===== src/logic/dcsc_regs.svh =====
// Summary of operation
// - request arises from software request bit or selected peripheral interrupt line.
// - a channel whose parameter register is all zero refuses new requests.
// - mode codes disabled, single, repeat; mode written last during setup.
// - an accepted transfer finishes even if mode is cleared meanwhile.
`ifndef DCSC_REGS_SVH
`define DCSC_REGS_SVH
`define DCSC_OFS_MODE0     8'h00
`define DCSC_OFS_SEL0      8'h04
`define DCSC_OFS_SEL20     8'h08
`define DCSC_OFS_PARAM0    8'h0C
`define DCSC_CH_STRIDE     8'h10
`define DCSC_OFS_STATUS    8'h40
`define DCSC_OFS_DONE      8'h44
`define DCSC_MODE_LSB      0
`define DCSC_WIDTH_LSB     2
`define DCSC_SADIR_BIT     4
`define DCSC_DADIR_BIT     5
`define DCSC_SWREQ_BIT     0
`define DCSC_SEL_LSB       0
`define DCSC_SEL_W         5
`define DCSC_MODE_RST      8'h00
`define DCSC_SEL_RST       8'h00
`define DCSC_PARAM_RST     24'h000000
`define DCSC_SETTLE_CYC    6
`endif


===== src/logic/dcsc_pkg.sv =====
package dcsc_pkg;
	typedef enum logic [1:0] {
		DCSC_MODE_OFF    = 2'b00,
		DCSC_MODE_SINGLE = 2'b01,
		DCSC_MODE_RSVD   = 2'b10,
		DCSC_MODE_REPEAT = 2'b11
	} dcsc_mode_t;
	typedef enum logic [1:0] {
		DCSC_ST_IDLE = 2'b00,
		DCSC_ST_BUSY = 2'b01
	} dcsc_state_t;
endpackage


===== src/logic/dcsc_sync.sv =====
`timescale 1ns/1ps
// three-stage input synchroniser with agreement filter
module dcsc_sync #(
	parameter int W = 32
) (
	input  wire logic         core_clk,
	input  wire logic         arst_n,
	input  wire logic         clk_en,
	input  wire logic [W-1:0] async_in,
	output logic      [W-1:0] sync_out
);
	logic [W-1:0] s1;
	logic [W-1:0] s2;
	logic [W-1:0] s3;
	wire  [W-1:0] agree = ~(s2 ^ s3);
	wire  [W-1:0] next_out = (agree & s2) | (~agree & sync_out);
	// stage registers, output follows once stages two and three agree
	always_ff @(posedge core_clk or negedge arst_n) begin
		if (!arst_n) begin
			s1       <= '0;
			s2       <= '0;
			s3       <= '0;
			sync_out <= '0;
		end else if (clk_en) begin
			s1       <= async_in;
			s2       <= s1;
			s3       <= s2;
			sync_out <= next_out;
		end
	end
endmodule // dcsc_sync


===== src/logic/dcsc_chan.sv =====
`timescale 1ns/1ps
`include "dcsc_regs.svh"
// per-channel request acceptance and transfer tracking
module dcsc_chan (
	input  wire logic       core_clk,
	input  wire logic       arst_n,
	input  wire logic       clk_en,
	input  wire logic [1:0] mode,
	input  wire logic       param_zero,
	input  wire logic       sw_req,
	input  wire logic       periph_req,
	input  wire logic       xfer_done,
	output logic            xfer_req,
	output logic            busy,
	output logic            pending
);
	dcsc_pkg::dcsc_state_t state;
	dcsc_pkg::dcsc_state_t next_state;
	logic                  periph_q;
	wire mode_on   = (mode == dcsc_pkg::DCSC_MODE_SINGLE) || (mode == dcsc_pkg::DCSC_MODE_REPEAT);
	wire periph_rise = periph_req & ~periph_q;
	wire raw_req   = sw_req | periph_rise;
	wire can_take  = mode_on & ~param_zero;
	// a held request is dropped, not taken, once mode or parameter turn it away
	wire take      = (state == dcsc_pkg::DCSC_ST_IDLE) & can_take & (pending | raw_req);
	wire next_pend = can_take & ~take & (pending | raw_req);
	// busy stays until done regardless of mode
	always_comb begin
		next_state = state;
		unique case (state)
			dcsc_pkg::DCSC_ST_IDLE: if (take) next_state = dcsc_pkg::DCSC_ST_BUSY;
			dcsc_pkg::DCSC_ST_BUSY: if (xfer_done) next_state = dcsc_pkg::DCSC_ST_IDLE;
		endcase
	end
	always_ff @(posedge core_clk or negedge arst_n) begin
		if (!arst_n) begin
			state    <= dcsc_pkg::DCSC_ST_IDLE;
			periph_q <= 1'b0;
			pending  <= 1'b0;
			xfer_req <= 1'b0;
		end else if (clk_en) begin
			state    <= next_state;
			periph_q <= periph_req;
			pending  <= next_pend;
			xfer_req <= take;
		end
	end
	assign busy = (state == dcsc_pkg::DCSC_ST_BUSY);
endmodule // dcsc_chan


===== src/logic/dcsc_top.sv =====
// The plain strobed port and the register addresses were left to the implementer.
`timescale 1ns/1ps
`include "dcsc_regs.svh"
// four-channel setup registers and request acceptance
module dcsc_top #(
	parameter int NCH = 4,
	parameter int NSRC = 32
) (
	input  wire logic            core_clk,
	input  wire logic            arst_n,
	input  wire logic            clk_en,
	input  wire logic [7:0]      addr,
	input  wire logic [31:0]     wdata,
	input  wire logic            wr_stb,
	input  wire logic            rd_stb,
	output logic      [31:0]     rdata,
	input  wire logic [NSRC-1:0] periph_irq,
	input  wire logic [NCH-1:0]  xfer_done,
	output logic      [NCH-1:0]  xfer_req,
	output logic      [NCH-1:0]  chan_busy,
	output logic      [NCH-1:0]  chan_enabled
);
	logic [7:0]      chan_mode_register [NCH];
	logic [7:0]      request_select_primary [NCH];
	logic [7:0]      request_select_extended [NCH];
	logic [23:0]     param_reg [NCH];
	logic [NSRC-1:0] irq_sync;
	logic [NCH-1:0]  sw_pulse;
	logic [NCH-1:0]  pend;
	logic [NCH-1:0]  done_seen;
	logic [31:0]     next_rdata;

	function automatic logic [7:0] ch_ofs(input int ch, input logic [7:0] base);
		ch_ofs = base + 8'(ch * `DCSC_CH_STRIDE);
	endfunction

	function automatic logic src_pick(input logic [NSRC-1:0] v, input logic [7:0] sel);
		src_pick = v[sel[`DCSC_SEL_LSB +: `DCSC_SEL_W]];
	endfunction

	dcsc_sync #(.W(NSRC)) u_sync (
		.core_clk (core_clk),
		.arst_n   (arst_n),
		.clk_en   (clk_en),
		.async_in (periph_irq),
		.sync_out (irq_sync)
	);

	genvar g;
	generate
		for (g = 0; g < NCH; g++) begin : gch
			wire hit_mode  = wr_stb && addr == ch_ofs(g, `DCSC_OFS_MODE0);
			wire hit_sel   = wr_stb && addr == ch_ofs(g, `DCSC_OFS_SEL0);
			wire hit_sel2  = wr_stb && addr == ch_ofs(g, `DCSC_OFS_SEL20);
			wire hit_param = wr_stb && addr == ch_ofs(g, `DCSC_OFS_PARAM0);
			wire [1:0] md  = chan_mode_register[g][`DCSC_MODE_LSB +: 2];
			// either select field may name the interrupt source
			wire preq = src_pick(irq_sync, request_select_primary[g]) |
			            src_pick(irq_sync, request_select_extended[g]);
			// register writes; software request bit is a pulse, not stored
			always_ff @(posedge core_clk or negedge arst_n) begin
				if (!arst_n) begin
					chan_mode_register[g]      <= `DCSC_MODE_RST;
					request_select_primary[g]  <= `DCSC_SEL_RST;
					request_select_extended[g] <= `DCSC_SEL_RST;
					param_reg[g]               <= `DCSC_PARAM_RST;
					sw_pulse[g]                <= 1'b0;
				end else if (clk_en) begin
					if (hit_mode)
						chan_mode_register[g] <= {2'b00, wdata[5:0]};
					if (hit_sel)
						request_select_primary[g] <= {3'b000, wdata[4:0]};
					if (hit_sel2)
						request_select_extended[g] <= {3'b000, wdata[4:0]};
					if (hit_param)
						param_reg[g] <= wdata[23:0];
					sw_pulse[g] <= hit_sel2 & wdata[`DCSC_SWREQ_BIT + 7];
				end
			end
			dcsc_chan u_chan (
				.core_clk   (core_clk),
				.arst_n     (arst_n),
				.clk_en     (clk_en),
				.mode       (md),
				.param_zero (param_reg[g] == 24'h000000),
				.sw_req     (sw_pulse[g]),
				.periph_req (preq),
				.xfer_done  (xfer_done[g]),
				.xfer_req   (xfer_req[g]),
				.busy       (chan_busy[g]),
				.pending    (pend[g])
			);
			assign chan_enabled[g] = md[0]; // single and repeat both have bit 0 set
			// sticky done flag, set wins over clear
			always_ff @(posedge core_clk or negedge arst_n) begin
				if (!arst_n)
					done_seen[g] <= 1'b0;
				else if (clk_en)
					done_seen[g] <= xfer_done[g] |
					                (done_seen[g] & ~(wr_stb && addr == `DCSC_OFS_DONE && wdata[g]));
			end
		end
	endgenerate

	// read mux
	always_comb begin
		next_rdata = 32'h00000000;
		for (int i = 0; i < NCH; i++) begin
			if (addr == ch_ofs(i, `DCSC_OFS_MODE0))
				next_rdata = {24'h000000, chan_mode_register[i]};
			if (addr == ch_ofs(i, `DCSC_OFS_SEL0))
				next_rdata = {24'h000000, request_select_primary[i]};
			if (addr == ch_ofs(i, `DCSC_OFS_SEL20))
				next_rdata = {24'h000000, request_select_extended[i]};
			if (addr == ch_ofs(i, `DCSC_OFS_PARAM0))
				next_rdata = {8'h00, param_reg[i]};
		end
		if (addr == `DCSC_OFS_STATUS)
			next_rdata = {24'h000000, pend, chan_busy};
		if (addr == `DCSC_OFS_DONE)
			next_rdata = {28'h0000000, done_seen};
	end

	always_ff @(posedge core_clk or negedge arst_n) begin
		if (!arst_n)
			rdata <= 32'h00000000;
		else if (clk_en)
			rdata <= rd_stb ? next_rdata : 32'h00000000;
	end
endmodule // dcsc_top


===== config.mk =====
export PLATFORM = sky130hd
export DESIGN_NAME = dcsc_top
export DESIGN_NICKNAME = d
export VERILOG_FILES = /design/src/logic/dcsc_pkg.sv /design/src/logic/dcsc_sync.sv /design/src/logic/dcsc_chan.sv /design/src/logic/dcsc_top.sv
export VERILOG_INCLUDE_DIRS = /design/src /design/src/logic
export SDC_FILE = /design/constraint.sdc
export NUM_CORES = 1
export LEC_CHECK = 0
export ABC_AREA = 1
export BUFFER_PORTS_ARGS = -buffer_cell sky130_fd_sc_hd__buf_4
export CELL_PAD_IN_SITES_DETAIL_PLACEMENT = 1
export CELL_PAD_IN_SITES_GLOBAL_PLACEMENT = 2
export CORE_ASPECT_RATIO = 1.75
export CORE_MARGIN = 3
export CORE_UTILIZATION = 31
export CTS_CLUSTER_DIAMETER = 120
export CTS_CLUSTER_SIZE = 28
export DETAILED_ROUTE_END_ITERATION = 12
export MAX_ROUTING_LAYER = met4
export PLACE_DENSITY_LB_ADDON = 0.1
export SLEW_MARGIN = 20
export SYNTH_ARGS = -nofsm -noshare
export SYNTH_HDL_FRONTEND = slang
export SYNTH_HIERARCHICAL = 1
export SYNTH_SLANG_ARGS = --single-unit

===== constraint.sdc =====
create_clock -name core_clk -period 3.1 [get_ports core_clk]
set_input_delay 0.155 -clock core_clk [delete_from_list [all_inputs] [get_ports core_clk]]
set_output_delay 0.155 -clock core_clk [all_outputs]
set_load 0.02 [all_outputs]

== Yosys cells after proc, flatten, opt, wreduce, memory -nomap -nowiden ==
Index checks and enable logic that the tools add are counted.

* Bits in registers: 348
* Logic and storage cells: 261
* Output and inout bits: 44
* Input bits: 81

* Bitwise gates (word level): 70
* Multiplexer cells: 47
* Reductions and logical operators: 54
* Equal/unequal tests: 37
* Magnitude comparators: 8

{| class="wikitable"
|+ Operators with widths
! operator !! count
|-
| 32-bit two-way mux || 18
|-
| 24-bit logical NOT || 4
|-
| 32-bit AND || 2
|-
| 8-bit by 6-bit equality test with 1-bit output (second input constant) || 8
|-
| 32-bit inverter || 2
|-
| 5-bit by 6-bit less-than comparator with 1-bit output (second input constant) || 8
|-
| 1-bit binary-select mux with 5-bit select || 8
|-
| 1-bit AND || 32
|-
| 8-bit by 5-bit equality test with 1-bit output (second input constant) || 4
|-
| 32-bit OR || 1
|-
| 2-bit AND reduction || 16
|-
| 32-bit XOR || 1
|-
| 1-bit logical AND || 21
|-
| 2-bit by 1-bit equality test with 1-bit output (second input constant) || 8
|-
| 8-bit by 4-bit equality test with 1-bit output (second input constant) || 2
|-
| 8-bit by 7-bit equality test with 1-bit output (second input constant) || 2
|-
| 2-bit two-way mux || 8
|-
| 1-bit inverter || 16
|-
| 1-bit OR || 16
|-
| 2-bit one-hot mux with 2 select lines || 4
|-
| 3-bit AND reduction || 4
|-
| 2-bit equality test (second input constant) || 4
|-
| 8-bit by 3-bit equality test with 1-bit output (second input constant) || 1
|-
| 2-bit logical NOT || 4
|-
| 6 further kinds || 22
|}

== Logic depth before layout (Yosys ltp) ==
Gate-level depths: netlist of run 1.

* Depth in word-level cells: 20
* Mapped depth: 17
* Mapped depth without buffers: 17

== Modules after synthesis ==
Netlist of run 1, hierarchy kept.

{| class="wikitable"
|+ Modules (own cells, without submodules)
! module !! cells an instance !! area an instance (µm²) !! instances
|-
| dcsc_top || 1509 || 11005.6 || 1
|-
| dcsc_sync || 668 || 5400.2 || 1
|-
| dcsc_chan || 25 || 182.7 || 4
|}

== Worst setup path before layout of run 1 ==
OpenSTA, ideal clock, no wires.

* Path kind: reg-to-reg
* Start point: reg request_select_extended[16] (netlist bit)
* End point: reg gch[1].u_chan.state[0]
* Cell stages (with the launch flop): 13
* Period minus slack after synthesis: 1.913 ns
* Path slack: 1.187 ns
* Path buffers: 2
* Setup time: 0.119 ns
* Arrival time: 1.794 ns
* Cell sequence: dfrtp_1 > buf_2 > inv_2 > buf_2 > nand2_1 > a21oi_1 > o311ai_0 > a32oi_1 > or3_1 > nand2_1 > nand2_1 > nand3_1 > nand2_1

* Longest elaborated chain between the ends: 9

{| class="wikitable"
|+ RTL lines
! element !! line !! RTL
|-
| start: declaration || dcsc_top.sv:25 || <nowiki>logic [7:0] request_select_extended [NCH];</nowiki>
|-
| start signal: indexed assignment || dcsc_top.sv:65 || <nowiki>request_select_extended[g] <= `DCSC_SEL_RST;</nowiki>
|-
| start signal: indexed assignment || dcsc_top.sv:74 || <nowiki>request_select_extended[g] <= {3'b000, wdata[4:0]};</nowiki>
|-
| 1-bit binary-select mux with 5-bit select || dcsc_top.sv:38 || <nowiki>src_pick = v[sel[`DCSC_SEL_LSB +: `DCSC_SEL_W]];</nowiki>
|-
| 1-bit two-way mux || dcsc_top.sv:38 ||
|-
| 1-bit OR || dcsc_top.sv:58 || <nowiki>wire preq = src_pick(irq_sync, request_select_primary[g]) |</nowiki>
|-
| via gch[1].preq || dcsc_top.sv:58 ||
|-
| 1-bit AND || dcsc_chan.sv:21 || <nowiki>wire periph_rise = periph_req & ~periph_q;</nowiki>
|-
| 1-bit OR || dcsc_chan.sv:22 || <nowiki>wire raw_req = sw_req | periph_rise;</nowiki>
|-
| 1-bit OR || dcsc_chan.sv:25 || <nowiki>wire take = (state == dcsc_pkg::DCSC_ST_IDLE) & can_take & (pending | raw_req);</nowiki>
|-
| 1-bit AND || dcsc_chan.sv:25 ||
|-
| 2-bit by 1-bit != test with 1-bit output (no source line) || -- ||
|-
| 3-bit AND reduction (no source line) || -- ||
|-
| end signal: assignment || dcsc_chan.sv:37 || <nowiki>state <= dcsc_pkg::DCSC_ST_IDLE;</nowiki>
|-
| end signal: assignment || dcsc_chan.sv:42 || <nowiki>state <= next_state;</nowiki>
|-
| end: declaration || dcsc_chan.sv:17 || <nowiki>dcsc_pkg::dcsc_state_t state;</nowiki>
|}

The timed path passes the listed nets, and every way through them passes these cells. The select of a mux whose other input is x is not followed.
A chain may end at the register's enable or synchronous reset.

== Final worst setup path of run 1 ==
* Start point: reg request_select_extended[0] (netlist bit)
* End point: reg gch[3].u_chan.state[0]

* Longest elaborated chain between the ends: 9

{| class="wikitable"
|+ RTL lines
! element !! line
|-
| 1-bit binary-select mux with 5-bit select || dcsc_top.sv:38
|-
| 1-bit two-way mux || dcsc_top.sv:38
|-
| 1-bit OR || dcsc_top.sv:58
|-
| via gch[3].preq || dcsc_top.sv:58
|-
| 1-bit AND || dcsc_chan.sv:21
|-
| 1-bit OR || dcsc_chan.sv:22
|-
| 1-bit OR || dcsc_chan.sv:25
|-
| 1-bit AND || dcsc_chan.sv:25
|-
| 2-bit by 1-bit != test with 1-bit output (no source line) || --
|-
| 3-bit AND reduction (no source line) || --
|-
| end signal: assignment || dcsc_chan.sv:37
|-
| end signal: assignment || dcsc_chan.sv:42
|-
| end: declaration || dcsc_chan.sv:17
|}

The timed path passes the listed nets, and every way through them passes these cells. The select of a mux whose other input is x is not followed.

==> results.toml, run 1 <==
[status]
run_status = "completed"

[setup_path]
setup.worst_path.class = "flop to flop"
crit_slowest_cell = "dfrtp_1"
required_ns = 3.54
cp_cell_sequence = "inv_1, nand2_1, o21ai_0, a221oi_1, o22ai_1, o21ai_0, nand2_1, nand2_1, nand2_1, nand3_1, nand2_1"
arrival_ns = 3.22
crit_start = "request_select_extended[0]"
path_buf_inv = 1
timing.critical_path.mode_cell = "nand2_1"
cp-end-kind = "flop"
r2r-start = "request_select_extended[0]"
crit_family = "compound AO/OA/AOI/OAI gates"
critPathMaxFanout = 19
cp_slowest_stage_delay_ns = 0.74
cp-start-kind = "flop"

[floorplan]
dieHeight_um = 317
die_w_um = 184
initial_core_util_pct = 31.5
std_cell_rows = 113
core_area_um2 = 54400
dieArea_um2 = 58200
ios = 125

[layout]
stdcell_area_um2 = 19700
final_common_cell = "nand2_1"
nets = 2464
largest_register_ffs = 96
syn2layout_area_growth_pct = 14.9
final_cell_mix = "nand2_1, o21ai_0, dfrtp_1"
drive_gt1_share_pct = 8.68
nFillCells = 6673
diodes = 0

[global_route]
grt_max_degree = 209
grt_pass1_wl_mm = 95.5
use_met1_pct = 23.0
grt_pass1_vias = 16100
globalRouteMet3Util_pct = 1.66
global_route.usage.met2_pct = 42.5
grt_use_total_pct = 21.9
grt-ovfl-total = 0
antenna_found_initial = 0
top_usage_layer = "met2"

[drt]
drc_errors = 0
wl_per_cell_um = 20.3
drt_iter0_drc = 647
ant_nets = 0
post_drt_via_cell_ratio = 5.00
vias = 15400
drt-total-wl_mm = 62.3
firstDrtPassIters = 5

[worst_hold_path]
worstHoldPathType = "primary input to flop"
hold_path.startpoint = "wdata[5]"

[timing]
slew_violations = 0
rsz0062_at_grt = "false"
tightest_slew_ns = 0.953
setup_viol = 0
skew_ns = 0.0238
setup_tns_ns = 0
finalCritPeriodShare_pct = 89.6
slew-limit-headroom_pct = 36.4
hold_violations = 0
finalCriticalPeriod_ns = 2.78
max_clock_freq_mhz = 360

[clocking]
cts_buffer_depth = 3
cts_made_buffers = 16
ctsResizeCount = 0
tritoncts = "done"
cts_max_level = 1
cts.clk_slew.worst_paths_ns = 0.11
cts_sinks = 336
root_buffer = "clkbuf_16"
clock_latency_ns = 0.55
ctsHoldBuffers = 61
post_cts_buffers = 0

[placed_design]
port_buffers = 108
dpl-instance-area_um2 = 18600
routabilityCongestion = 0.900
dp_hpwl_mm = 46.1

[logic_synthesis]
ys_types = 39
syn_inst = 2277
yosys.area.top_type_share_pct = 49.1
syn_area_per_cell_um2 = 7.53
synth_seq_cells = 336
yosysWarnings = 6
synth_flop_cell = "dfrtp_1"
seq_area_frac_synth_pct = 49.1
syn_area_um2 = 17100
async_flop_share_pct = 100
synth_edf_count = 0
yosysTopAreaCell = "dfrtp_1"
yosys-top-cells-area = "dfrtp_1, nand2_1, o21ai_0, inv_1, a21oi_1"

[power]
peakVddDrop_mv = 0.389
p_per_area_nw_per_um2 = 486
p_leak_nw = 9.40

[flow_run]
maxCapViolCount = 0
[metrics by stage]
step / util (%) / hold WS [ns] / cells / worst slack (ns) / total power [W]
floorplan: - / -0.141 / 2284 / 1.19 / 0.00603
global placement: 34.2 / 0.222 / 2994 / 0.487 / 0.00704
detailed placement: 34.2 / 0.216 / 2994 / 0.392 / 0.00710
CTS: 36.2 / 0.128 / 3074 / 0.363 / 0.00979
global route: 36.2 / 0.121 / 3074 / 0.0972 / 0.0101
finish: 36.2 / 0.127 / 3074 / 0.324 / 0.00958
[layer usage]
layer	wire length [um]	vias to the layer above
li1	-	7538
met5	0	-
met3	1380	94
met1	23700	7515
met2	34600	235
met4	2580	0
[report_power, final]
group	internal [W]	total, W	switching (W)	leakage [nW]
Sequential	0.00469	0.00517	0.000475	4.42
Clock	0.00102	0.00255	0.00153	0.225
Combinational	0.000628	0.00186	0.00123	4.76
[Yosys cell counts, types with 18 or more instances]
master,count
a21oi_1,139
a221oi_1,21
buf_2,49
buf_4,18
clkbuf_1,58
dfrtp_1,336
inv_1,259
nand2_1,715
nand3_1,71
nand4_1,21
nor2_1,73
nor4_1,20
o211ai_1,23
o21ai_0,361
[cell families (layout without fill, tap and decap cells)]
group | count (synthesis) | after routing | synth area share (%)
other | 1 | 8 | 0.0219
AOI/OAI and AO/OA | 588 | 588 | 18.6
and+or+nand+nor | 938 | 938 | 22.4
buffers and inverters | 413 | 513 | 9.81
muxes | 1 | 1 | 0.0584
DFF | 336 | 336 | 49.1
[tightest hold or removal path: cells and delay by family]
kind                   cells  cell delay (ns)
buffers and inverters      2             0.28
AOI/OAI and AO/OA          1             0.22
[path summary, 6_finish.rpt]
path | slack (ns) | to | depth (start not counted)
max | 0.32 | gch[3].u_chan/state[0] | 11
max in group asynchronous | 2.04 | param_reg[62] | 3
min reg2reg | 0.50 | chan_mode_register[4] | 2
max reg2reg | 0.32 | gch[3].u_chan/state[0] | 11
min | 0.13 | param_reg[77] | 3
min in group asynchronous | 0.19 | request_select_primary[26] | 2
[area by class of cell]
type,count,area (um2),area share (%)
Sequential cell,336,8410,42.7
Multi-Input combinational cell,1535,7070,35.9
Timing Repair Buffer,212,1820,9.25
Inverter,282,1060,5.38
Tap cell,690,863,4.38
Clock buffer,17,425,2.16
Clock inverter,2,38.8,0.197
Note: power is estimated with default switching activity, not from simulation.
==> run 2: changes to the inputs <==
==> constraint.sdc (replaced) <==
create_clock -name core_clk -period 3.1 [get_ports core_clk]
set_input_delay 0.62 -clock core_clk [delete_from_list [all_inputs] [get_ports core_clk]]
set_output_delay 0.62 -clock core_clk [all_outputs]
set_load 0.02 [all_outputs]
==> results.toml, run 2 (synthesized netlist as in run 1, its figures left out) <==
[clocking]
cts_made_buffers = 16
root_buffer = "clkbuf_16"
ctsHoldBuffers = 0
cts_max_level = 1
clock_latency_ns = 0.56
cts.clk_slew.worst_paths_ns = 0.12
cts_sinks = 336
post_cts_buffers = 0
ctsResizeCount = 0
cts_buffer_depth = 3
tritoncts = "done"

[setup_path]
cp-start-kind = "flop"
cp-end-kind = "flop"
r2r_cells = 10
required_ns = 3.53
r2r-start = "request_select_extended[16]"
rr_endpoint = "gch[1].u_chan/state[0]"
r2r_slack_ns = 0.48
setup.worst_path.class = "flop to flop"
crit_start = "request_select_extended[16]"
critPathMaxFanout = 16
arrival_ns = 3.05

[global_route]
grt_pass1_vias = 15900
grt_max_degree = 195
grt_use_total_pct = 21.6
antenna_found_initial = 0
grt_pass1_wl_mm = 94.5
grt-ovfl-total = 0

[timing]
finalCritPeriodShare_pct = 84.4
tightest_slew_ns = 0.958
slew-limit-headroom_pct = 36.1
setup_tns_ns = 0
skew_ns = 0.0256
slew_violations = 0
rsz0062_at_grt = "false"
setup_viol = 0
fin_ws_ns = 0.484
max_clock_freq_mhz = 382
finalCriticalPeriod_ns = 2.62
hold_violations = 0

[drt]
ant_nets = 0
drc_errors = 0
drt_iter0_drc = 705
drt-total-wl_mm = 61.8
wl_per_cell_um = 20.4
firstDrtPassIters = 4
post_drt_via_cell_ratio = 5.03
vias = 15200

[worst_hold_path]
worstHoldPathType = "primary input to async pin"

[floorplan]
std_cell_rows = 113
ios = 125
dieHeight_um = 317
die_w_um = 184
dieArea_um2 = 58200
core_area_um2 = 54400
initial_core_util_pct = 31.5

[layout]
largest_register_ffs = 96
nets = 2416
drive_gt1_share_pct = 9.45
multi_input_area_um2 = 7070
final_common_cell = "nand2_1"
seqCellArea_um2 = 8410
nFillCells = 6700
syn2layout_area_growth_pct = 11.9
final_cell_mix = "nand2_1, o21ai_0, dfrtp_1"
diodes = 0

[flow_run]
maxCapViolCount = 0

[status]
run_status = "completed"

[power]
peakVddDrop_mv = 0.488
power.total_w = 0.00954
p_per_area_nw_per_um2 = 497
p_leak_nw = 9.22

[placed_design]
dp_slack_ns = 0.383
dp_hpwl_mm = 46.1
port_buffers = 108
routabilityCongestion = 0.881
## run 2: cell count changes in the layout (fill, tap and decap cells not counted)
| cell | before | now |
|---|---|---|
| clkinv_16 | 1 | 0 |
| dlygate4sd3_1 | 61 | 0 |
| buf_4 | 144 | 157 |
| inv_16 | 0 | 1 |
| clkinv_2 | 0 | 1 |
| clkbuf_1 | 0 | 1 |
## run 2: layout make-up
class / instances / share of cell area, %
flip-flops and latches: 336 / 43.8
multi-input cells: 1535 / 36.9
repair buffers: 164 / 6.82
inverters: 282 / 5.52
well taps: 690 / 4.50
clock buffers: 18 / 2.24
clock inverters: 3 / 0.176
## run 2: stage by stage
step / hold WS (ns) / area [um2] / util (%) / instances
finish: 0.00645 / 19200 / 35.2 / 3028
global route: 0.0476 / 19200 / 35.2 / 3028
CTS: 0.0517 / 19200 / 35.2 / 3028
detailed placement: 0.467 / 18700 / 34.4 / 3007
global placement: 0.459 / 18700 / 34.4 / 3007
floorplan: 0.324 / 17200 / - / 2284
## run 2: per-layer routing
metal  global-route usage (%)  up-vias  part of all wire, %  wire, um
met2                     41.3      240                   55     33800
met5                        -        -                    0         0
met1                     23.1     7421                   39     23800
li1                         -     7456                    -         -
met3                     1.74       99                  2.5      1570
met4                     8.22        0                  4.2      2620
## run 2: power breakdown
group / leakage (nW) / switching, W / internal [W]
clock network: 0.229 / 0.00154 / 0.00103
logic: 4.57 / 0.00124 / 0.000586
registers: 4.42 / 0.000453 / 0.00469
## run 2: worst max-delay path: stages (launching register included)
cell      delay [ns]
dfrtp_1         0.66
inv_2           0.22
o21ai_0         0.20
a21oi_1         0.05
o311ai_0        0.31
a32oi_1         0.19
or3_1           0.46
nand2_1         0.13
nand2_1         0.08
nand3_1         0.12
nand2_1         0.06
## run 2: worst max-delay path by stage
stage | end | cells past startpoint
3_3_place_gp | rdata[2] | 16
6_report | gch[1].u_chan/state[0] | 10
5_1_grt | gch[1].u_chan/state[0] | 10
2_1_floorplan | rdata[1] | 16
3_5_place_dp | rdata[2] | 16
4_1_cts | gch[1].u_chan/state[0] | 10
